**config.mk**
```make
export PLATFORM = sky130hd
export DESIGN_NAME = csw_top
export DESIGN_NICKNAME = d
export VERILOG_FILES = /design/src/logic/csw_pkg.sv /design/src/logic/csw_top.sv
export VERILOG_INCLUDE_DIRS = /design/src /design/src/logic
export SDC_FILE = /design/constraint.sdc
export NUM_CORES = 1
export LEC_CHECK = 0
export BUFFER_PORTS_ARGS = -buffer_cell sky130_fd_sc_hd__buf_2
export CAP_MARGIN = 30
export CORE_AREA = 2 2 172 174
export DETAILED_ROUTE_END_ITERATION = 16
export DIE_AREA = 0 0 174 176
export GPL_TIMING_DRIVEN = 0
export PLACE_DENSITY = 0.71
export REMOVE_ABC_BUFFERS = 1
export SYNTH_ARGS = -nofsm -noshare
export SYNTH_HDL_FRONTEND = slang
export SYNTH_SLANG_ARGS = --single-unit
```
**constraint.sdc**
```tcl
create_clock -name hclk -period 2.4 [get_ports hclk]
set_clock_uncertainty 0.1 [all_clocks]
set_input_delay 0.24 -clock hclk [delete_from_list [all_inputs] [get_ports hclk]]
set_output_delay 0.24 -clock hclk [all_outputs]
set_load 0.005 [all_outputs]
```
**src/logic/csw_cfg.svh**
```systemverilog
// Addresses, field positions and reset values of the clock status and wake block.
// Assumes an AHB-Lite fabric that presents full 32-bit byte addresses.
`ifndef CSW_CFG_SVH
`define CSW_CFG_SVH

`define CSW_MCKR_ADDR   32'h400E_0430
`define CSW_USB_ADDR    32'h400E_0438
`define CSW_PCK_ADDR    32'h400E_0440
`define CSW_PCK_STEP    32'h0000_0004
`define CSW_IER_ADDR    32'h400E_0460
`define CSW_IDR_ADDR    32'h400E_0464
`define CSW_SR_ADDR     32'h400E_0468
`define CSW_IMR_ADDR    32'h400E_046C
`define CSW_FSMR_ADDR   32'h400E_0470
`define CSW_FSPR_ADDR   32'h400E_0474
`define CSW_WPMR_ADDR   32'h400E_04E4
`define CSW_WPSR_ADDR   32'h400E_04E8

`define CSW_USB_SEL_BIT 0
`define CSW_USB_DIV_LSB 8
`define CSW_PCK_SRC_LSB 0
`define CSW_PCK_PRE_LSB 4
`define CSW_PLL_B_HALF  13
`define CSW_LOWPWR_BIT  20
`define CSW_ALARM_LSB   16
`define CSW_WP_KEY_LSB  8
`define CSW_WP_KEY      24'h50_4D43

`define CSW_SR_XTAL     0
`define CSW_SR_LOCK_A   1
`define CSW_SR_LOCK_B   2
`define CSW_SR_MRDY     3
`define CSW_SR_SLOWSEL  7
`define CSW_SR_PCK      8
`define CSW_SR_SWDONE   16
`define CSW_SR_RCOK     17
`define CSW_SR_CFEV     18
`define CSW_SR_CFLIVE   19
`define CSW_SR_FAULT    20

`define CSW_EVT_MASK    32'h0007_070F
`define CSW_FSMR_MASK   32'h0017_FFFF
`define CSW_RST_WORD    32'h0000_0000

`endif

```
**src/logic/csw_pkg.sv**
```systemverilog
// Types shared by the clock status and wake block.
// Assumes csw_cfg.svh supplies the addresses and field positions.
package csw_pkg;

	typedef enum logic [2:0] {
		CSW_SRC_SLOW = 3'b000,
		CSW_SRC_MAIN = 3'b001,
		CSW_SRC_PLL_A  = 3'b010,
		CSW_SRC_PLL_B  = 3'b011,
		CSW_SRC_MASTER = 3'b100
	} csw_src_t;

	typedef struct packed {
		logic master_clk_choice;
		logic pll_b_b;
		logic pll_a_a;
		logic main_clk;
		logic slow_clk;
	} csw_clks_t;

	typedef struct packed {
		logic       fault_output_flag;
		logic       clock_fail_live;
		logic       rc_osc_stable_flag;
		logic       main_osc_switch_done;
		logic [2:0] prog_clock_ready_flag;
		logic       slow_osc_source_flag;
		logic       master_clock_ready_flag;
		logic       pll_b_lock_flag;
		logic       pll_a_lock_flag;
		logic       xtal_stable_flag;
	} csw_stat_t;

	typedef struct packed {
		csw_clks_t   clk;
		csw_stat_t   st;
		logic [15:0] wake;
		logic [2:0]  alarm;
	} csw_async_t;

	typedef struct packed {
		csw_async_t       s1;
		csw_async_t       s2;
		logic [4:0]       lvl_prev;
		logic             pll_b_prev;
		logic             pll_b_tog;
		logic             cf_prev;
		logic [3:0]       usb_cnt;
		logic             usb_out;
		logic [2:0][5:0]  pck_cnt;
		logic [2:0]       pck_out;
		logic             usb_sel;
		logic [3:0]       usb_div;
		logic             pll_b_halving;
		logic [2:0][2:0]  clock_source_sel;
		logic [2:0][2:0]  prescale_sel;
		logic [31:0]      imr;
		logic [31:0]      fsmr;
		logic [15:0]      fspr;
		logic             wp_on;
		logic             wp_viol;
		logic             cf_event;
		logic             ph_wr;
		logic [31:0]      ph_addr;
		logic [31:0]      rdata;
		logic             irq;
		logic             restart;
		logic             sleep;
		logic             waitm;
	} csw_state_t;

endpackage : csw_pkg

```
**src/logic/csw_top.sv**
```systemverilog
// Clock status, USB and programmable clock dividers, interrupt mask and wake logic.
// Assumes source clocks well below hclk/2; they are sampled, not used as clocks.
//
// Implementation choice: the AHB-Lite interface to the registers.
`timescale 1ns/1ps
`default_nettype none
`include "csw_cfg.svh"

// Summary of operation
// PLL B halving bit 0 passes PLL B clock; 1 divides it by two.
// USB source bit 0 picks PLL A, 1 picks PLL B.
// USB clock equals selected input divided by divider field plus one.
// Prog clock source: 0 slow, 1 main, 2 PLL A, 3 PLL B, 4 master.
// Prog prescaler 0..6 divides source by 1,2,4,8,16,32,64.
// USB, prog clock, wake and polarity writes work only with protection off.
// Enable register sets enables at event bits 0-3, 8-10 and 16-18.
// Write-only disable register clears enables, same bit layout.
// Read-only mask register shows which event interrupts are enabled.
// Crystal and RC stable status bits read 1 once each oscillator settles.
// Status bits 1 and 2 show PLL A and PLL B lock.
// Bit 3 shows master clock ready; bits 8 to 10 prog clocks ready.
// Bit 7 reads 0 for internal RC slow clock, 1 for 32 kHz oscillator.
// Bit 16 reads 0 during main oscillator switch, 1 when done.
// Bit 18 latches a clock failure until the status register is read.
// Bit 19 shows live clock failure, bit 20 the fault output.
// Wake enable bits 0..15 let each wake input request fast restart.
// Bits 16..18 let timer, calendar and USB alarms request fast restart.
// Low-power bit clear sends WFI/WFE to sleep; set sends WFE to wait.
// Polarity bits give each wake input its active level.
// Protected write while protection is on sets a flag cleared by reading.
// Interrupt output is high when any enabled status event bit is one.
module csw_top
	import csw_pkg::*;
(
	input  wire logic        hclk,
	input  wire logic        hresetn,
	input  wire logic        hsel,
	input  wire logic [31:0] haddr,
	input  wire logic [1:0]  htrans,
	input  wire logic        hwrite,
	input  wire logic [2:0]  hsize,
	input  wire logic [31:0] hwdata,
	input  wire logic        hready,
	output logic             hreadyout,
	output logic             hresp,
	output logic [31:0]      hrdata,
	input  wire csw_clks_t   src_clks,
	input  wire csw_stat_t   osc_status,
	input  wire logic [15:0] wake_in,
	input  wire logic        rtt_alarm,
	input  wire logic        rtc_alarm,
	input  wire logic        usb_alarm,
	input  wire logic        wfi_req,
	input  wire logic        wfe_req,
	output logic             usb_clk,
	output logic [2:0]       prog_clk,
	output logic             irq,
	output logic             fast_restart,
	output logic             sleep_req,
	output logic             wait_req
);

	csw_state_t  r;
	csw_state_t  n;
	csw_async_t  async_in;
	logic [4:0]  lvl;
	logic [4:0]  rise;
	logic        pll_b_eff;
	logic        usb_l;
	logic        usb_r;
	logic [4:0]  half;
	logic        src_l;
	logic        src_r;
	logic        take;
	logic        cf_rise;
	logic        vf_rise;
	logic        prot_wr;
	logic        prot_adr;
	logic [31:0] sr;
	logic [31:0] rd;
	logic [2:0]  idx;
	logic [31:0] pck_a;

	// hsize is not decoded: only whole-word transfers reach this slave
	assign async_in.clk   = src_clks;
	assign async_in.st    = osc_status;
	assign async_in.wake  = wake_in;
	assign async_in.alarm = {usb_alarm, rtc_alarm, rtt_alarm};

	always_comb begin
		n        = r;
		lvl      = 5'h0;
		rise     = 5'h0;
		pll_b_eff = 1'b0;
		usb_l    = 1'b0;
		usb_r    = 1'b0;
		half     = 5'h0;
		src_l    = 1'b0;
		src_r    = 1'b0;
		sr       = `CSW_RST_WORD;
		rd       = `CSW_RST_WORD;
		idx      = 3'h0;
		pck_a    = 32'h0000_0000;
		prot_adr = 1'b0;

		// Two-stage synchronisers; only s2 is read by logic
		n.s1 = async_in;
		n.s2 = r.s1;

		// PLL B halving by a toggle on each synced rising edge
		n.pll_b_prev = r.s2.clk.pll_b_b;
		if (r.s2.clk.pll_b_b && !r.pll_b_prev) begin
			n.pll_b_tog = !r.pll_b_tog;
		end
		pll_b_eff = r.pll_b_halving ? r.pll_b_tog : r.s2.clk.pll_b_b;

		lvl        = {r.s2.clk.master_clk_choice, pll_b_eff, r.s2.clk.pll_a_a,
		              r.s2.clk.main_clk, r.s2.clk.slow_clk};
		rise       = lvl & ~r.lvl_prev;
		n.lvl_prev = lvl;

		// USB divider; odd ratios give an uneven duty cycle
		usb_l = r.usb_sel ? lvl[CSW_SRC_PLL_B] : lvl[CSW_SRC_PLL_A];
		usb_r = r.usb_sel ? rise[CSW_SRC_PLL_B] : rise[CSW_SRC_PLL_A];
		if (usb_r) begin
			n.usb_cnt = (r.usb_cnt >= r.usb_div) ? 4'h0 : r.usb_cnt + 4'h1;
		end
		half      = 5'(({1'b0, r.usb_div} + 5'h01) >> 1);
		n.usb_out = (r.usb_div == 4'h0) ? usb_l : ({1'b0, n.usb_cnt} < half);

		// Programmable clocks; reserved source codes freeze the output, which is low with prescaler 0 or 7
		for (int i = 0; i < 3; i++) begin
			if (r.clock_source_sel[i] <= CSW_SRC_MASTER) begin
				src_l = lvl[r.clock_source_sel[i]];
				src_r = rise[r.clock_source_sel[i]];
			end else begin
				src_l = 1'b0;
				src_r = 1'b0;
			end
			if (src_r) begin
				n.pck_cnt[i] = r.pck_cnt[i] + 6'h01;
			end
			idx = r.prescale_sel[i] - 3'h1;
			if (r.prescale_sel[i] == 3'h0) begin
				n.pck_out[i] = src_l;
			end else if (r.prescale_sel[i] == 3'h7) begin
				n.pck_out[i] = 1'b0;
			end else begin
				n.pck_out[i] = n.pck_cnt[i][idx];
			end
		end

		// Status word
		sr[`CSW_SR_XTAL]       = r.s2.st.xtal_stable_flag;
		sr[`CSW_SR_RCOK]       = r.s2.st.rc_osc_stable_flag;
		sr[`CSW_SR_LOCK_A]     = r.s2.st.pll_a_lock_flag;
		sr[`CSW_SR_LOCK_B]     = r.s2.st.pll_b_lock_flag;
		sr[`CSW_SR_MRDY]       = r.s2.st.master_clock_ready_flag;
		sr[`CSW_SR_PCK +: 3]   = r.s2.st.prog_clock_ready_flag;
		sr[`CSW_SR_SLOWSEL]    = r.s2.st.slow_osc_source_flag;
		sr[`CSW_SR_SWDONE]     = r.s2.st.main_osc_switch_done;
		sr[`CSW_SR_CFEV]       = r.cf_event;
		sr[`CSW_SR_CFLIVE]     = r.s2.st.clock_fail_live;
		sr[`CSW_SR_FAULT]      = r.s2.st.fault_output_flag;

		// Address phase; zero wait states, read data captured here
		take      = hsel && hready && htrans[1];
		n.ph_wr   = take && hwrite;
		n.ph_addr = haddr;
		unique case (haddr)
			`CSW_MCKR_ADDR: rd[`CSW_PLL_B_HALF] = r.pll_b_halving;
			`CSW_USB_ADDR:  rd = {20'h0_0000, r.usb_div, 7'h00, r.usb_sel};
			`CSW_SR_ADDR:   rd = sr;
			`CSW_IMR_ADDR:  rd = r.imr;
			`CSW_FSMR_ADDR: rd = r.fsmr;
			`CSW_FSPR_ADDR: rd = {16'h0000, r.fspr};
			`CSW_WPMR_ADDR: rd[0] = r.wp_on;
			`CSW_WPSR_ADDR: rd[0] = r.wp_viol;
			default:        rd = `CSW_RST_WORD;
		endcase
		for (int i = 0; i < 3; i++) begin
			pck_a = `CSW_PCK_ADDR + 32'(i) * `CSW_PCK_STEP;
			if (haddr == pck_a) begin
				rd = {25'h000_0000, r.prescale_sel[i], 1'b0, r.clock_source_sel[i]};
			end
			if (r.ph_addr == pck_a) begin
				prot_adr = 1'b1;
			end
		end
		if (take && !hwrite) begin
			n.rdata = rd;
		end

		// Sticky failure flag; a new failure in the read cycle survives
		cf_rise   = r.s2.st.clock_fail_live && !r.cf_prev;
		n.cf_prev = r.s2.st.clock_fail_live;
		if (take && !hwrite && haddr == `CSW_SR_ADDR) begin
			n.cf_event = 1'b0;
		end
		if (cf_rise) begin
			n.cf_event = 1'b1;
		end

		// Data phase writes
		prot_adr = prot_adr || r.ph_addr == `CSW_USB_ADDR || r.ph_addr == `CSW_MCKR_ADDR ||
		           r.ph_addr == `CSW_FSMR_ADDR || r.ph_addr == `CSW_FSPR_ADDR;
		prot_wr  = r.ph_wr && prot_adr && r.wp_on;
		if (r.ph_wr && !r.wp_on) begin
			unique case (r.ph_addr)
				`CSW_MCKR_ADDR: n.pll_b_halving = hwdata[`CSW_PLL_B_HALF];
				`CSW_USB_ADDR: begin
					n.usb_sel = hwdata[`CSW_USB_SEL_BIT];
					n.usb_div = hwdata[`CSW_USB_DIV_LSB +: 4];
				end
				`CSW_FSMR_ADDR: n.fsmr = hwdata & `CSW_FSMR_MASK;
				`CSW_FSPR_ADDR: n.fspr = hwdata[15:0];
				default: ;
			endcase
			for (int i = 0; i < 3; i++) begin
				if (r.ph_addr == `CSW_PCK_ADDR + 32'(i) * `CSW_PCK_STEP) begin
					n.clock_source_sel[i] = hwdata[`CSW_PCK_SRC_LSB +: 3];
					n.prescale_sel[i]     = hwdata[`CSW_PCK_PRE_LSB +: 3];
				end
			end
		end
		if (r.ph_wr && r.ph_addr == `CSW_IER_ADDR) begin
			n.imr = r.imr | (hwdata & `CSW_EVT_MASK);
		end
		if (r.ph_wr && r.ph_addr == `CSW_IDR_ADDR) begin
			n.imr = r.imr & ~hwdata;
		end
		if (r.ph_wr && r.ph_addr == `CSW_WPMR_ADDR &&
		    hwdata[31:`CSW_WP_KEY_LSB] == `CSW_WP_KEY) begin
			n.wp_on = hwdata[0];
		end

		// Violation flag; a violation in the read cycle wins over the clear
		vf_rise = prot_wr;
		if (take && !hwrite && haddr == `CSW_WPSR_ADDR) begin
			n.wp_viol = 1'b0;
		end
		if (vf_rise) begin
			n.wp_viol = 1'b1;
		end

		n.irq = |(sr & r.imr);

		// Wake: level match against polarity, gated by enables
		n.restart = |(r.fsmr[15:0] & ~(r.s2.wake ^ r.fspr)) ||
		            |(r.fsmr[`CSW_ALARM_LSB +: 3] & r.s2.alarm);

		// WFI with the low-power bit set still only sleeps the core
		n.sleep = r.fsmr[`CSW_LOWPWR_BIT] ? wfi_req : (wfi_req || wfe_req);
		n.waitm = r.fsmr[`CSW_LOWPWR_BIT] && wfe_req;
	end

	always_ff @(posedge hclk or negedge hresetn) begin
		if (!hresetn) begin
			r <= '0;
		end else begin
			r <= n;
		end
	end

	assign hreadyout    = 1'b1;
	assign hresp        = 1'b0;
	assign hrdata       = r.rdata;
	assign usb_clk      = r.usb_out;
	assign prog_clk     = r.pck_out;
	assign irq          = r.irq;
	assign fast_restart = r.restart;
	assign sleep_req    = r.sleep;
	assign wait_req     = r.waitm;
endmodule : csw_top
`default_nettype wire

```
==> impl_results.md <==
- Outcome: finished with violations
- Failing checks: negative setup slack
- H-tree lvl count: 1
- Cell family with most CP delay: simple AND/OR/NAND/NOR gates
- Post-route design area: approximately 15000 um^2
- Total detailed-routing wirelength: 31400 um
- Post-route antenna net violation count: 0
- Share of the yosys chip area belonging to registers: 0.592
- Area of the core: 28500 um^2
- Gate count of the mapped netlist: approximately 900
- Yosys cell types: 77
- Setup ws final: -0.300 ns
- Cell with the largest stage delay on the worst path: sky130_fd_sc_hd__or4b_4
- TritonCTS clock tree: yes
- Data required time at the worst endpoint: around 2.7 ns
- Average size of a mapped cell: ~13 um^2
- Leakage power: around 7.0 nW
- Via count of the first global-routing pass: 8882
- Instance area after placement: ~12000 um^2
- Final count of pins violating max slew: 0
- Leading cell types by total area after synthesis: sky130_fd_sc_hd__dfrtp_1 (59%), sky130_fd_sc_hd__mux2_2 (5.0%), sky130_fd_sc_hd__buf_4 (2.4%)
- Final Hold Violating Endpoints: 0
- Clock edge transition at the registers on the reported setup and hold paths: approximately 0.060 ns
- Cell total after placement: ~1400
- IR Drop Worst-Case VDD: 0.000562 V
- Core occupancy in the finished layout: 0.539
- Fin nets: 1300
- Wire length of the first global-routing pass: around 49000 um
- Maximum clock rate: 0.370 GHz
- Number of antenna violations at the first check in global routing: 1
- Endpoints failing setup: 98
- GR Layer Usage met1: 0.259
- Maximum fanout encountered on the critical timing path: 6
- Cell area after synthesis: around 11000 um^2
- Number of sinks handled by clock tree synthesis: 270
- Count of routing violations after the opening detailed-route iteration: 775
- Setup TNS after final layout: -14.17 ns
- Die Footprint: 30600 um^2
- Maximum number of pins on one net before global-route repair: 121
- Detailed Place HPWL: 19000 um
- Number of buffers between clock root and the deepest sink: 3
- Top post-synthesis cells by count: sky130_fd_sc_hd__dfrtp_1 (270), sky130_fd_sc_hd__nand2_1 (67), sky130_fd_sc_hd__mux2_2 (51)
- Post-DR vias/cell: around 5.4
- Power density cells: around 730 nW/um^2
- Fin crit period: between 2 and 3 ns
- Root buffer selected by CTS: sky130_fd_sc_hd__clkbuf_16
- Global-route usage over all layers: 0.201
- Path category of the worst min-delay check: in -> reg
- Crit path from: r[37]
- RSZ-0062 raised after global routing: yes
- Starting utilization of the core area: 0.400
- Overall power of the completed layout: approximately 11 mW
- Share of post-route cells with drive strength above 1: 0.338
- Remaining design rule violation count: 0
- Count of buffers from port buffering: 147
- Setup Crit Path Kind: reg -> reg
- Buffering stage count on the worst path with inverters included: 2
- Synthesis-to-layout area growth: 34.9%
- Total number of placement rows: between 60 and 70
- Number of top-level design ports: between 150 and 200
- Final worst-path cycle share: 1.12
- Critical Path Start Type: flop
- FF-to-FF Start: r[37]
- CP Data Arrival Time: 3.04 ns
- YS warnings: 0
- CP Cell Sequence: or4b_4 -> nor4_4 -> nand4b_1 -> buf_6 -> nor3_4 -> and2_4 -> and3_4 -> buf_12 -> mux2_2
- Die W: 174 um
- Final standard cell count with taps included and fillers excluded: between 1500 and 2000
- Number of buffers created by CTS: 29
- Proportion of netlist area held by the largest area contributor: 0.592
- Max-capacitance violation count: 0
- Post-synth EDFFs: 0
- Nature of the critical path endpoint: flop
- Sum of overflow across all layers after global routing: 0
- GR Util met2: 0.341
- Peak per-stage delay on the critical path: roughly 0.55 ns
- Die height: 176 um
- Library cell with the highest instance count after synthesis: sky130_fd_sc_hd__dfrtp_1
- Hold path startpoint: haddr[7]
- Top_reg_cell synth: sky130_fd_sc_hd__dfrtp_1
- Number of storage elements in the synthesis netlist: 270
- Worst Tran Pin Value: between 1 and 1.5 ns
- Routability congestion estimate: 0.871
- Async set-or-reset flop fraction in the synthesized netlist: 1.00
- Relative slew slack: 0.269
- Number of optimization iterations in the first detailed-route pass: 6
- Clock network latency to the later pin of the worst-skew pair: about 0.56 ns
- Global route hottest layer: met2
- Wire per inst: 20.0 um
- Post-synthesis cell type with the largest combined area: sky130_fd_sc_hd__dfrtp_1
- Met3 GRT Util: 0.0323
- Vias: roughly 8600
metrics by stage:
stage	setup WS, ns	hold WS [ns]
after floorplan	-0.377	-0.156
after global placement	-3.83	0.232
after detailed placement	-0.869	0.0877
after CTS	-0.263	0.00678
after global routing	-0.361	0.0568
final	-0.300	0.0553
worst min-delay path, cell delays in order:
cell and delay, ns:
sky130_fd_sc_hd__buf_2 0.14, sky130_fd_sc_hd__nand4b_1 0.14, sky130_fd_sc_hd__o31ai_1 0.08, sky130_fd_sc_hd__o31ai_1 0.07
state kept, by name (all words and copies together) (netlist names), named ones only:
name	flops
fast_restart	1
hrdata	32
irq	1
lvl	4
n	38
prog_clk	3
r	178
sleep_req	1
usb_clk	1
wait_req	1
what timing repair did:
action | CTS | global route
resized for setup | 118 | 34
cloned | 5 | 1
hold buffers | 106 | 0
buffers inserted | 26 | 16
hold endpoints to repair | 304 | 0
endpoints found under the setup margin | 113 | 116
pin swaps | 37 | 14
layout make-up:
| cell class | instances | area (um^2) |
|---|---|---|
| fillers | 2325 | 13100 |
| well taps | 384 | 480 |
| flip-flops and latches | 270 | 6770 |
| clock inverters | 5 | 75.1 |
| clock buffers | 45 | 856 |
| repair buffers | 306 | 2490 |
| multi-input cells | 536 | 4650 |
| inverters | 23 | 86.3 |
| diodes | 1 | 2.50 |
cells by family after synthesis:
family                     count (synthesis)  synth area share
and+or+nand+nor                          224             0.113
other                                      2          0.000658
adders and majority gates                 22            0.0241
muxes                                     73            0.0792
AOI/OAI and AO/OA                        176             0.116
xor gates and xnor gates                  38            0.0292
buffers and inverters                     93            0.0460
DFF                                      270             0.592
per-layer routing:
| layer | vias to the layer above | wire length [um] |
|---|---|---|
| met5 | - | 0 |
| met4 | 0 | 1250 |
| met3 | 83 | 1830 |
| met2 | 345 | 15400 |
| met1 | 4327 | 12900 |
| li1 | 3801 | - |
report_power, final:
| group | leakage [nW] | switching [mW] | internal, mW | total [mW] |
|---|---|---|---|---|
| sequential | 3.34 | 0.316 | 4.90 | 5.22 |
| combinational | 3.19 | 0.753 | 0.895 | 1.65 |
| clock | 0.457 | 1.82 | 2.56 | 4.38 |
layout by cell type, fill, tap and decap left out, types with 10 or more instances in the layout:
cell	netlist	layout
sky130_fd_sc_hd__a22oi_1	15	15
sky130_fd_sc_hd__ha_1	22	19
sky130_fd_sc_hd__dfrtp_1	270	262
sky130_fd_sc_hd__buf_4	37	25
sky130_fd_sc_hd__and3_1	13	11
sky130_fd_sc_hd__a21oi_1	27	20
sky130_fd_sc_hd__buf_2	8	147
sky130_fd_sc_hd__nor2_1	13	10
sky130_fd_sc_hd__mux2_4	10	22
sky130_fd_sc_hd__a222oi_1	19	19
sky130_fd_sc_hd__nor3b_1	11	10
sky130_fd_sc_hd__xnor2_1	27	27
sky130_fd_sc_hd__buf_6	0	11
sky130_fd_sc_hd__dlygate4sd3_1	0	106
sky130_fd_sc_hd__inv_1	23	21
sky130_fd_sc_hd__a21boi_2	0	13
sky130_fd_sc_hd__mux2_2	51	43
sky130_fd_sc_hd__clkbuf_16	0	30
sky130_fd_sc_hd__nand3_1	34	31
sky130_fd_sc_hd__xor2_1	11	11
sky130_fd_sc_hd__o21ai_0	23	21
sky130_fd_sc_hd__nand2_1	67	64
final timing paths:
check                      cells after the start  slack (ns)  endpoint
min                                            4        0.06     r[70]
max                                            9       -0.30     r[72]
max reg2reg                                    9       -0.30     r[72]
max in group asynchronous                      4        0.72     r[79]
min reg2reg                                    0        0.25    r[219]
min in group asynchronous                      2        0.09    n[241]
(Power assumes the default switching activity.)
